File: config.mk
export PLATFORM = sky130hd
export DESIGN_NAME = tmr8_timer
export DESIGN_NICKNAME = d
export VERILOG_FILES = /design/src/tmr8_pkg.sv /design/src/tmr8_timer.sv
export VERILOG_INCLUDE_DIRS = /design/src /design/src/src
export SDC_FILE = /design/constraint.sdc
export NUM_CORES = 1
export LEC_CHECK = 0
export BUFFER_PORTS_ARGS = -buffer_cell sky130_fd_sc_hd__buf_2
export CAP_MARGIN = 20
export CORE_MARGIN = 2
export CORE_UTILIZATION = 30
export DETAILED_ROUTE_END_ITERATION = 10
export PLACE_DENSITY_LB_ADDON = 0.1
export SLEW_MARGIN = 30
export SYNTH_ARGS = -nofsm -noshare
export SYNTH_HDL_FRONTEND = slang
export SYNTH_SLANG_ARGS = --single-unit
File: constraint.sdc
create_clock -name pclk -period 2.8 [get_ports pclk]
set_input_delay 0.56 -clock pclk [delete_from_list [all_inputs] [get_ports pclk]]
set_output_delay 0.56 -clock pclk [all_outputs]
set_load 0.005 [all_outputs]
File: src/tmr8_consts.svh
// Register offsets, field positions and encodings of the 8-bit timer/counter
`ifndef TMR8_CONSTS_SVH
`define TMR8_CONSTS_SVH

// APB byte addresses
`define TMR8_ADDR_CONTROL 12'h000
`define TMR8_ADDR_COUNTER 12'h004
`define TMR8_ADDR_COMPARE 12'h008
`define TMR8_ADDR_FLAGS 12'h00c
`define TMR8_ADDR_MASK 12'h010
`define TMR8_ADDR_STATUS 12'h014

// Control register fields
`define TMR8_CS_LSB 0
`define TMR8_CS_MSB 2
`define TMR8_WGM_LSB 3
`define TMR8_WGM_MSB 4
`define TMR8_COM_LSB 5
`define TMR8_COM_MSB 6
`define TMR8_FOC_BIT 7

// Flag and mask bit positions
`define TMR8_OVF_BIT 0
`define TMR8_OCF_BIT 1

// Clock select codes
`define TMR8_CS_STOP 3'h0
`define TMR8_CS_DIV1 3'h1
`define TMR8_CS_DIV8 3'h2
`define TMR8_CS_DIV64 3'h3
`define TMR8_CS_DIV256 3'h4
`define TMR8_CS_DIV1024 3'h5
`define TMR8_CS_EXT_FALL 3'h6
`define TMR8_CS_EXT_RISE 3'h7

// Counter extremes and prescaler width
`define TMR8_BOTTOM 8'h00
`define TMR8_MAX 8'hff
`define TMR8_PRESC_W 10

`endif

File: src/tmr8_pkg.sv
// Types shared by the 8-bit timer/counter
package tmr8_pkg;
    `include "tmr8_consts.svh"

    // Waveform generation modes
    typedef enum logic [1:0] {
        TMR8_WGM_NORMAL = 2'b00,
        TMR8_WGM_PHASE = 2'b01,
        TMR8_WGM_CTC = 2'b10,
        TMR8_WGM_FAST = 2'b11
    } tmr8_wgm_e;

    // Control fields as one bundle
    typedef struct packed {
        logic [1:0] com;
        tmr8_wgm_e wgm;
        logic [2:0] cs;
    } tmr8_ctrl_s;
endpackage

File: src/tmr8_timer.sv
// 8-bit timer/counter with compare unit behind an APB slave
//
// Functional notes
// Counter and compare value are 8-bit software read/write registers.
// Flags sit in a flag register, each gated by its own mask bit.
// Timer clock comes from prescaler or external count pin with edge select.
// Clock select zero stops the counter.
// Counter is readable and writable at any time.
// Software counter write beats clear, increment and decrement.
// Bottom indication when counter is zero.
// Max indication when counter is 255.
// Top is 255 or compare value depending on mode.
// Each timer clock clears, increments or decrements by one per mode.
// Overflow flag set per mode and offered as interrupt request.
// Equality sets compare match flag at next timer clock.
// Compare interrupt needs enable bit and global interrupt enable.
// Match flag cleared by interrupt execution or by writing one.
// Compare value double buffered in PWM modes only.
// Buffered compare value moves to active register at top or bottom.
// Software compare access hits buffer when buffered, else active register.
// Force strobe updates output as a match, no flag, no counter change.
// Counter write blocks compare match in next timer clock cycle.
// Software should avoid writing counter equal to compare or bottom downcounting.
// Compare output register kept across waveform mode changes.
// Output mode field is not buffered and acts at once.
// Mode 0 normal, 2 clear on compare, 3 fast PWM.
// Clear on compare mode resets counter to zero on match.
// Output mode zero leaves compare output unchanged on match.
// Mode 1 counts up to 255 and down to zero.
// Reset clears counter, compare, control fields and output register.
//
// Design decisions made here: the APB interface to the registers and the address map.
module tmr8_timer
    import tmr8_pkg::*;
(
    input wire logic pclk,
    input wire logic presetn,
    input wire logic psel,
    input wire logic penable,
    input wire logic pwrite,
    input wire logic [11:0] paddr,
    input wire logic [31:0] pwdata,
    output logic [31:0] prdata,
    output logic pready,
    output logic pslverr,
    input wire logic external_count_pin,
    input wire logic global_irq_enable,
    input wire logic cmp_irq_ack,
    input wire logic ovf_irq_ack,
    output logic compare_output,
    output logic cmp_irq,
    output logic ovf_irq
);

    tmr8_ctrl_s ctrl_q;
    logic [7:0] counter_value_q;
    logic [7:0] compare_value_q;
    logic [7:0] compare_buf_q;
    logic [1:0] flags_q;
    logic [1:0] mask_q;
    logic compare_output_q;
    logic down_q;
    logic block_q;
    logic [`TMR8_PRESC_W-1:0] presc_q;
    logic ext_q;
    logic [31:0] prdata_q;

    logic wr_en;
    logic rd_en;
    logic addr_ok;
    logic tick;
    logic pwm_mode;
    logic at_bottom;
    logic at_max;
    logic at_top;
    logic raw_match;
    logic match;
    logic ovf_event;
    logic cnt_wr;
    logic cmp_wr;
    logic force_strobe;
    logic [7:0] cnt_next;
    logic down_next;

    // Bus access decode: single-cycle slave, always ready
    assign wr_en = psel && penable && pwrite;
    assign rd_en = psel && penable && !pwrite;
    assign pready = 1'b1;
    assign addr_ok = (paddr == `TMR8_ADDR_CONTROL) || (paddr == `TMR8_ADDR_COUNTER) ||
        (paddr == `TMR8_ADDR_COMPARE) || (paddr == `TMR8_ADDR_FLAGS) ||
        (paddr == `TMR8_ADDR_MASK) || (paddr == `TMR8_ADDR_STATUS);
    assign pslverr = psel && penable && !addr_ok;
    assign cnt_wr = wr_en && (paddr == `TMR8_ADDR_COUNTER);
    assign cmp_wr = wr_en && (paddr == `TMR8_ADDR_COMPARE);
    assign force_strobe = wr_en && (paddr == `TMR8_ADDR_CONTROL) && pwdata[`TMR8_FOC_BIT];

    // Free-running prescaler; it never resets with the clock select
    always_ff @(posedge pclk or negedge presetn) begin
        if (!presetn) begin
            presc_q <= '0;
        end else begin
            presc_q <= presc_q + 1'b1;
        end
    end

    // Pin is taken as synchronous; only its previous level is kept
    always_ff @(posedge pclk or negedge presetn) begin
        if (!presetn) begin
            ext_q <= 1'b0;
        end else begin
            ext_q <= external_count_pin;
        end
    end

    // Timer clock selection
    // Code zero gives no tick at all
    always_comb begin
        case (ctrl_q.cs)
            `TMR8_CS_STOP: tick = 1'b0;
            `TMR8_CS_DIV1: tick = 1'b1;
            `TMR8_CS_DIV8: tick = &presc_q[2:0];
            `TMR8_CS_DIV64: tick = &presc_q[5:0];
            `TMR8_CS_DIV256: tick = &presc_q[7:0];
            `TMR8_CS_DIV1024: tick = &presc_q;
            `TMR8_CS_EXT_FALL: tick = ext_q && !external_count_pin;
            `TMR8_CS_EXT_RISE: tick = !ext_q && external_count_pin;
            default: tick = 1'b0;
        endcase
    end

    // Bottom and max indications
    assign at_bottom = (counter_value_q == `TMR8_BOTTOM);
    assign at_max = (counter_value_q == `TMR8_MAX);
    // PWM modes use the buffered compare value
    assign pwm_mode = (ctrl_q.wgm == TMR8_WGM_PHASE) || (ctrl_q.wgm == TMR8_WGM_FAST);
    // Top is compare value in clear-on-compare, else 255
    assign at_top = (ctrl_q.wgm == TMR8_WGM_CTC) ? (counter_value_q == compare_value_q) : at_max;
    // Continuous comparison; blocked after a counter write
    assign raw_match = (counter_value_q == compare_value_q);
    assign match = tick && raw_match && !block_q;

    // Next count per mode
    // Mode decode; clear on match; dual slope
    always_comb begin
        cnt_next = counter_value_q;
        down_next = down_q;
        case (ctrl_q.wgm)
            TMR8_WGM_NORMAL: cnt_next = counter_value_q + 8'h01;
            TMR8_WGM_CTC: cnt_next = raw_match ? `TMR8_BOTTOM : counter_value_q + 8'h01;
            TMR8_WGM_FAST: cnt_next = counter_value_q + 8'h01;
            TMR8_WGM_PHASE: begin
                if (down_q && at_bottom) begin
                    down_next = 1'b0;
                    cnt_next = counter_value_q + 8'h01;
                end else if (!down_q && at_max) begin
                    down_next = 1'b1;
                    cnt_next = counter_value_q - 8'h01;
                end else if (down_q) begin
                    cnt_next = counter_value_q - 8'h01;
                end else begin
                    cnt_next = counter_value_q + 8'h01;
                end
            end
            default: cnt_next = counter_value_q;
        endcase
    end

    // Overflow: wrap to zero, or direction change at bottom in phase mode
    always_comb begin
        case (ctrl_q.wgm)
            TMR8_WGM_PHASE: ovf_event = tick && down_q && at_bottom;
            default: ovf_event = tick && at_max;
        endcase
    end

    // Software write wins over counting; any time
    always_ff @(posedge pclk or negedge presetn) begin
        if (!presetn) begin
            counter_value_q <= `TMR8_BOTTOM;
            down_q <= 1'b0;
        end else if (cnt_wr) begin
            counter_value_q <= pwdata[7:0];
        end else if (tick) begin
            counter_value_q <= cnt_next;
            down_q <= down_next;
        end
    end

    // Block lasts until the next timer clock cycle, even if stopped
    always_ff @(posedge pclk or negedge presetn) begin
        if (!presetn) begin
            block_q <= 1'b0;
        end else if (cnt_wr) begin
            block_q <= 1'b1;
        end else if (tick) begin
            block_q <= 1'b0;
        end
    end

    // Compare writes go to buffer or active register
    // Buffer copied at top (fast) or max turn-around (phase correct)
    always_ff @(posedge pclk or negedge presetn) begin
        if (!presetn) begin
            compare_value_q <= 8'h00;
            compare_buf_q <= 8'h00;
        end else begin
            if (cmp_wr) begin
                compare_buf_q <= pwdata[7:0];
            end
            if (cmp_wr && !pwm_mode) begin
                compare_value_q <= pwdata[7:0];
            end else if (pwm_mode && tick && at_max) begin
                compare_value_q <= compare_buf_q;
            end
        end
    end

    // Reset clears fields
    // Control fields; force bit is a strobe and never stored
    always_ff @(posedge pclk or negedge presetn) begin
        if (!presetn) begin
            ctrl_q <= '0;
        end else if (wr_en && (paddr == `TMR8_ADDR_CONTROL)) begin
            ctrl_q.cs <= pwdata[`TMR8_CS_MSB:`TMR8_CS_LSB];
            ctrl_q.wgm <= tmr8_wgm_e'(pwdata[`TMR8_WGM_MSB:`TMR8_WGM_LSB]);
            ctrl_q.com <= pwdata[`TMR8_COM_MSB:`TMR8_COM_LSB];
        end
    end

    // Compare output waveform; not touched by mode changes
    // Output mode read live; zero means no change
    // Force acts only in non-PWM modes, with the newly written mode field
    always_ff @(posedge pclk or negedge presetn) begin
        if (!presetn) begin
            compare_output_q <= 1'b0;
        end else if (force_strobe && !pwm_mode) begin
            case (pwdata[`TMR8_COM_MSB:`TMR8_COM_LSB])
                2'h1: compare_output_q <= !compare_output_q;
                2'h2: compare_output_q <= 1'b0;
                2'h3: compare_output_q <= 1'b1;
                default: compare_output_q <= compare_output_q;
            endcase
        end else if (ctrl_q.com != 2'h0) begin
            if (!pwm_mode && match) begin
                case (ctrl_q.com)
                    2'h1: compare_output_q <= !compare_output_q;
                    2'h2: compare_output_q <= 1'b0;
                    default: compare_output_q <= 1'b1;
                endcase
            end else if (ctrl_q.wgm == TMR8_WGM_FAST && ctrl_q.com[1]) begin
                // Inverting when low bit set: set on match, clear at bottom
                if (match) begin
                    compare_output_q <= ctrl_q.com[0];
                end else if (tick && at_max) begin
                    compare_output_q <= !ctrl_q.com[0];
                end
            end else if (ctrl_q.wgm == TMR8_WGM_PHASE && ctrl_q.com[1] && match) begin
                // Clear on up-match, set on down-match (inverted when low bit set)
                compare_output_q <= down_q ^ ctrl_q.com[0];
            end
        end
    end

    // Flags set on events; set wins over clear
    // Cleared by acknowledge or by writing one
    always_ff @(posedge pclk or negedge presetn) begin
        if (!presetn) begin
            flags_q <= 2'h0;
        end else begin
            if (match) begin
                flags_q[`TMR8_OCF_BIT] <= 1'b1;
            end else if (cmp_irq_ack ||
                (wr_en && paddr == `TMR8_ADDR_FLAGS && pwdata[`TMR8_OCF_BIT])) begin
                flags_q[`TMR8_OCF_BIT] <= 1'b0;
            end
            if (ovf_event) begin
                flags_q[`TMR8_OVF_BIT] <= 1'b1;
            end else if (ovf_irq_ack ||
                (wr_en && paddr == `TMR8_ADDR_FLAGS && pwdata[`TMR8_OVF_BIT])) begin
                flags_q[`TMR8_OVF_BIT] <= 1'b0;
            end
        end
    end

    // Mask register
    always_ff @(posedge pclk or negedge presetn) begin
        if (!presetn) begin
            mask_q <= 2'h0;
        end else if (wr_en && (paddr == `TMR8_ADDR_MASK)) begin
            mask_q <= pwdata[1:0];
        end
    end

    // Requests need flag, mask and global enable
    assign cmp_irq = flags_q[`TMR8_OCF_BIT] && mask_q[`TMR8_OCF_BIT] && global_irq_enable;
    assign ovf_irq = flags_q[`TMR8_OVF_BIT] && mask_q[`TMR8_OVF_BIT] && global_irq_enable;
    assign compare_output = compare_output_q;

    // Read mux; reads are registered during the setup cycle
    always_ff @(posedge pclk or negedge presetn) begin
        if (!presetn) begin
            prdata_q <= 32'h0;
        end else if (psel && !penable && !pwrite) begin
            case (paddr)
                `TMR8_ADDR_CONTROL: prdata_q <= {24'h0, 1'b0, ctrl_q};
                `TMR8_ADDR_COUNTER: prdata_q <= {24'h0, counter_value_q};
                `TMR8_ADDR_COMPARE: prdata_q <= {24'h0, pwm_mode ? compare_buf_q : compare_value_q};
                `TMR8_ADDR_FLAGS: prdata_q <= {30'h0, flags_q};
                `TMR8_ADDR_MASK: prdata_q <= {30'h0, mask_q};
                `TMR8_ADDR_STATUS: prdata_q <= {28'h0, down_q, compare_output_q, at_max, at_bottom};
                default: prdata_q <= 32'h0;
            endcase
        end
    end
    assign prdata = rd_en ? prdata_q : 32'h0;

    // Checks
    a_cnt_write_wins: assert property (@(posedge pclk) disable iff (!presetn)
        cnt_wr |=> counter_value_q == $past(pwdata[7:0]))
        else $error("counter write lost");
    a_stop_holds: assert property (@(posedge pclk) disable iff (!presetn)
        (ctrl_q.cs == `TMR8_CS_STOP && !cnt_wr) |=> $stable(counter_value_q))
        else $error("stopped counter moved");
    a_match_flag: assert property (@(posedge pclk) disable iff (!presetn)
        match |=> flags_q[`TMR8_OCF_BIT])
        else $error("match flag not set");
    a_block_match: assert property (@(posedge pclk) disable iff (!presetn)
        cnt_wr |=> !match)
        else $error("match after counter write");
    a_ctc_clear: assert property (@(posedge pclk) disable iff (!presetn)
        (tick && ctrl_q.wgm == TMR8_WGM_CTC && raw_match && !cnt_wr) |=> counter_value_q == 8'h00)
        else $error("ctc did not clear");
    a_irq_gate: assert property (@(posedge pclk) disable iff (!presetn)
        cmp_irq |-> mask_q[`TMR8_OCF_BIT] && global_irq_enable)
        else $error("irq without enable");
    a_ovf_flag: assert property (@(posedge pclk) disable iff (!presetn)
        ovf_event |=> flags_q[`TMR8_OVF_BIT])
        else $error("overflow flag not set");
    a_ocf_clear: assert property (@(posedge pclk) disable iff (!presetn)
        (cmp_irq_ack && !match) |=> !flags_q[`TMR8_OCF_BIT])
        else $error("flag not cleared");
    a_buf_direct: assert property (@(posedge pclk) disable iff (!presetn)
        (cmp_wr && !pwm_mode) |=> compare_value_q == $past(pwdata[7:0]))
        else $error("direct compare write lost");
    a_force_noflag: assert property (@(posedge pclk) disable iff (!presetn)
        (force_strobe && !match && !flags_q[`TMR8_OCF_BIT]) |=> !flags_q[`TMR8_OCF_BIT])
        else $error("force set flag");
    // PWM periods stay whole because the buffer only moves at the top
    a_buf_load: assert property (@(posedge pclk) disable iff (!presetn)
        (pwm_mode && tick && at_max) |=> compare_value_q == $past(compare_buf_q))
        else $error("buffer not loaded at top");
    a_buf_hold: assert property (@(posedge pclk) disable iff (!presetn)
        (pwm_mode && cmp_wr && !(tick && at_max)) |=> $stable(compare_value_q))
        else $error("buffered write reached active compare");
    a_out_kept: assert property (@(posedge pclk) disable iff (!presetn)
        (ctrl_q.com == 2'h0 && !force_strobe) |=> $stable(compare_output_q))
        else $error("output moved with mode field zero");
    a_force_set: assert property (@(posedge pclk) disable iff (!presetn)
        (force_strobe && !pwm_mode && pwdata[`TMR8_COM_MSB:`TMR8_COM_LSB] == 2'h3)
        |=> compare_output_q)
        else $error("force did not set output");
    a_count_step: assert property (@(posedge pclk) disable iff (!presetn)
        (tick && ctrl_q.wgm == TMR8_WGM_NORMAL && !cnt_wr)
        |=> counter_value_q == $past(counter_value_q) + 8'h01)
        else $error("normal mode did not step by one");
    a_phase_turn: assert property (@(posedge pclk) disable iff (!presetn)
        (tick && ctrl_q.wgm == TMR8_WGM_PHASE && !down_q && at_max && !cnt_wr) |=> down_q)
        else $error("phase mode did not turn at max");
    a_ovf_clear: assert property (@(posedge pclk) disable iff (!presetn)
        (ovf_irq_ack && !ovf_event) |=> !flags_q[`TMR8_OVF_BIT])
        else $error("overflow flag not cleared");
    // Scenarios the bench is meant to reach
    c_ctc_match: cover property (@(posedge pclk) ctrl_q.wgm == TMR8_WGM_CTC && match);
    c_buf_load: cover property (@(posedge pclk) pwm_mode && tick && at_max);
    c_blocked: cover property (@(posedge pclk) tick && raw_match && block_q);
    c_phase_turn: cover property (@(posedge pclk) ctrl_q.wgm == TMR8_WGM_PHASE && ovf_event);
    c_force: cover property (@(posedge pclk) force_strobe && !pwm_mode);
endmodule

## After elaboration in Yosys (flattened, before gate mapping)

Index checks and enable logic that the tools add are counted.
Widths: inputs -> output; s select.

- Bits in registers: 81
- Input port bits: 53
- Output and inout bits: 37
- Word-level logic and storage cells: 147

- $add $sub $neg: 3
- Equality and inequality tests: 24
- Mux-type cells: 31
- Bitwise operators: 2
- Reductions and logical operators: 72

Operators with widths:

| cell | number |
|---|---|
| $mux 8 | 9 |
| $pmux 8 s6 | 1 |
| $logic_and 1x1->1 | 35 |
| $mux 32 | 1 |
| $eq 12x4->1 const B | 2 |
| $eq 12x5->1 const B | 2 |
| $pmux 8 s3 | 1 |
| $mux 1 | 16 |
| $reduce_bool 2->1 | 7 |
| $eq 12x3->1 const B | 1 |
| $eq 3x3->1 const B | 4 |
| $logic_not 12->1 | 1 |
| $add 10x1->10 const B | 1 |
| $eq 2x2->1 const B | 5 |
| $logic_not 1->1 | 10 |
| $reduce_and 10->1 | 1 |
| $add 8x1->8 const B | 1 |
| $eq 8x8->1 | 1 |
| $eq 8x8->1 const B | 1 |
| $logic_not 8->1 | 1 |
| $logic_or 1x1->1 | 8 |
| $pmux 1 s8 | 1 |
| $reduce_and 4->1 | 2 |
| $reduce_and 8->1 | 1 |
| other kinds (16) | 19 |

## Depth between registers and ports, before layout

- Word-level depth: 11
- Gate-level depth with buffers: 12
- Mapped depth without buffers: 9

## Worst setup path before layout

OpenSTA, ideal clock, no wires.

- Kind: input port to flip-flop
- From: input paddr[10]
- To: register compare_output_q, in the netlist compare_output
- Setup time: 0.125 ns
- Arrival time: 2.271 ns
- Data required time: 2.675 ns
- Setup slack: 0.404 ns
- Cell stages on the path: 7
- Cell sequence: nor4_1 > nand4_1 > nor4_1 > nand3_1 > o21bai_1 > a21oi_1 > mux2_2

- Word-level cells in the longest chain between the ends: 6

RTL lines:

| what | RTL line | text |
|---|---|---|
| start, declared | tmr8_timer.sv:41 | `input wire logic [11:0] paddr,` |
| $logic_not 12->1 (no source line) * | - |  |
| $logic_and 1x1->1 * (2 in series) | tmr8_timer.sv:95 | `` assign force_strobe = wr_en && (paddr == `TMR8_ADDR_CONTROL) && pwdata[`TMR8_FOC_BIT]; `` |
| $logic_and 1x1->1 * | tmr8_timer.sv:236 | `end else if (force_strobe && !pwm_mode) begin` |
| $ne 5x4->1 (no source line), or another cell as far along | - |  |
| $reduce_and 4->1 (no source line) | - |  |
| end signal, assigned | tmr8_timer.sv:238 | `2'h1: compare_output_q <= !compare_output_q;` |
| end signal, assigned | tmr8_timer.sv:241 | `default: compare_output_q <= compare_output_q;` |
| end signal, assigned | tmr8_timer.sv:246 | `2'h1: compare_output_q <= !compare_output_q;` |
| end, declared | tmr8_timer.sv:61 | `logic compare_output_q;` |

Every way passes the cells marked *; elsewhere a longest branch is shown, timed or not.
A chain may end at the register's enable or synchronous reset.

## Final worst setup path

- From: register presc_q[0]
- To: register counter_value_q[7]

- Word-level cells in the longest chain between the ends: 3

RTL lines:

| what | RTL line | text |
|---|---|---|
| start, declared | tmr8_timer.sv:64 | `` logic [`TMR8_PRESC_W-1:0] presc_q; `` |
| start signal, assigned | tmr8_timer.sv:102 | `presc_q <= presc_q + 1'b1;` |
| $reduce_and 10->1, or another cell as far along | tmr8_timer.sv:124 | `` `TMR8_CS_DIV1024: tick = &presc_q; `` |
| $pmux 1 s8 * | tmr8_timer.sv:118 | `case (ctrl_q.cs)` |
| $reduce_bool 2->1 (no source line) * | - |  |
| end signal, assigned | tmr8_timer.sv:179 | `` counter_value_q <= `TMR8_BOTTOM; `` |
| end signal, assigned | tmr8_timer.sv:182 | `counter_value_q <= pwdata[7:0];` |
| end signal, assigned | tmr8_timer.sv:184 | `counter_value_q <= cnt_next;` |
| end, declared | tmr8_timer.sv:56 | `logic [7:0] counter_value_q;` |

Marks and branches as above.

==> impl_metrics.ini <==
[clocking]
clkLatencyLatePin_ps = 330
cts-resized-gates = 0
post-cts-setup-buffers = 0
cts_tree = built
postCtsHoldBufs = 0
cts_root_buf = clkbuf_16
cts.sinks = 57
path_clk_slew_ps = 50
htree_levels = 3
numCtsBuffers = 9
cts_buffer_depth = 2

[timing]
worstMarginPinSlew_ps = 579.2
max_freq_ghz = 0.3892
slew_headroom = 0.6125
finalSetupViolCount = 0
fin_crit_sh = 0.9177
fin_ws_ps = 230.5
fin_crit_ps = 2570
finalHoldViolCount = 0
fin_skew_ps = 5.675
tns_ps = 0
rsz0062_at_grt = false
whs_ps = 213.6
slew_viol_final = 0

[synth]
yosys_warnings = 0
synth_edf_count = 0
synth-main-ff-cell = dfrtp_1
synthCells = 444
synth_seq_cells = 57
avgSynthCellArea_um2 = 8.806
ys_types = 64
synth_seq_area_share = 0.3648
synth_area_um2 = 3910
async_flop_share = 1.000

[layout]
drive_gt1_frac = 0.1947
final_cell_area_um2 = 4536
n_antenna_cell = 0
final_cells = 665
fin_util = 0.3580
area_growth_pct = 16.00
final_common_cell = dfrtp_1
layout_common_cells = 57 x dfrtp_1, 40 x nand2_1, 40 x buf_2
nets = 549

[global_route]
grt_pass1_vias = 3202
overflow = 0
antenna_found_initial = 0
grt_use_total = 0.1694
grt_max_degree = 38
grt_pass1_wl_mm = 18.26

[power_and_ir_drop]
vdd_ir_drop_max_uv = 222.2
finalPower_mw = 1.911
p_leak_nw = 2.147
power.density_nw_per_um2 = 421.4

[critical_path]
crit_path_max_fanout = 6
critPathKind = reg -> reg
startpoint_type = register
cp.required_ps = 3000
worst-endpoint-arrival_ps = 2770
end_kind = register

[outcome]
status = completed

[floorplan]
start_util = 0.3086
die_w_um = 118.2
num_rows = 41
io_pins = 90
die-height_um = 118.2
die_area_um2 = 13960
coreArea_um2 = 12670

[detailed_routing]
drtIter0Drc = 236
route.detailed.drc = 0
wirelength_mm = 11.44
ant_nets = 0
firstDrtPassIters = 4
vias = 3304
via_per_inst = 4.968
avgRoutedWirePerCell_um = 17.20

[placement]
gp_routability_congestion = 0.8465
placed_area_um2 = 4269
dp_cells = 649
place_hpwl_mm = 8.654
post-place-ws_ps = 202.4
numPortBuffers = 40

[run]
maxCapViolCount = 0

[hold_path]
hold_class = in -> async
-- synth_stat cells, types with 8 or more instances --
| library cell | number | area [µm²] |
|---|---|---|
| and3_1 | 9 | 56.30 |
| nor2_1 | 25 | 93.84 |
| inv_1 | 19 | 71.32 |
| o21ai_0 | 16 | 80.08 |
| a21oi_1 | 11 | 55.05 |
| o22ai_1 | 14 | 87.58 |
| o21ai_1 | 13 | 65.06 |
| dfrtp_1 | 57 | 1426 |
| xnor2_1 | 19 | 166.4 |
| nor3b_1 | 8 | 60.06 |
| nand3_1 | 15 | 75.07 |
| buf_4 | 25 | 187.7 |
| ha_1 | 8 | 100.1 |
| mux2_1 | 13 | 146.4 |
| clkbuf_1 | 16 | 60.06 |
| mux2i_1 | 13 | 130.1 |
| nor3_1 | 15 | 75.07 |
| and2_1 | 9 | 56.30 |
| nand2_1 | 40 | 150.1 |
-- power by group --
group | switching (mW) | total [mW] | internal (mW)
sequential | 0.00130 | 0.827 | 0.826
combinational | 0.0716 | 0.102 | 0.0306
clock | 0.391 | 0.982 | 0.591
-- state kept, by name (all words and copies together), names as in the netlist, 2 cells and up --
register and flops:
compare_buf_q 8, compare_value_q 8, counter_value_q 8, ctrl_q 7
flags_q 2, mask_q 2, prdata_q 8, presc_q 10
-- final cells by class --
| class | instances | area [µm²] |
|---|---|---|
| fill | 1340 | 8135 |
| multi-input combinational | 339 | 2185 |
| sequential | 57 | 1426 |
| timing repair buffer | 61 | 370.4 |
| clock buffer | 10 | 229.0 |
| tap | 172 | 215.2 |
| inverter | 20 | 75.07 |
| clock inverter | 6 | 35.03 |
-- logic make-up (layout without fill, tap and decap cells) --
| group | Yosys count | after routing | synth area share |
|---|---|---|---|
| AO/OA/AOI/OAI | 98 | 98 | 0.1696 |
| XOR/XNOR | 22 | 22 | 0.04928 |
| adder cells (fa/ha/maj) | 8 | 8 | 0.02560 |
| buffers and inverters | 71 | 97 | 0.1008 |
| flip-flops | 57 | 57 | 0.3648 |
| multiplexers | 28 | 28 | 0.07648 |
| other | 2 | 25 | 0.001921 |
| AND/OR/NAND/NOR | 158 | 158 | 0.2115 |
-- worst paths after layout --
| path | from | endpoint | slack, ps | depth (start not counted) |
|---|---|---|---|---|
| max | presc_q[0] | counter_value_q[7] | 230 | 9 |
| min | presetn | prdata_q[0] | 210 | 1 |
| max reg2reg | presc_q[0] | counter_value_q[7] | 230 | 9 |
| min reg2reg | prdata_q[3] | prdata_q[3] | 470 | 2 |
| max in group asynchronous | presetn | compare_value_q[5] | 1990 | 2 |
| min in group pclk | external_count_pin | ext_q | 360 | 1 |
-- critical path, stage by stage, from the launching register on --
cell and delay [ps]:
dfrtp_1 380, ha_1 210, ha_1 190, a21oi_1 70, a31oi_1 190, o32ai_2 160
nor2_1 480, nand2_1 300, a221oi_1 350, a311oi_1 100
-- metal layers --
layer  share of wire  track usage  wire, µm  vias to the layer above
li1                -            -         -                     1623
met1            0.50       0.2418      5687                     1581
met2            0.44       0.2536      5054                       88
met3           0.044      0.03282       501                       12
met4           0.017      0.06099       197                        0
met5               0            0         0                        -
Power figures use the tool's default switching activity.
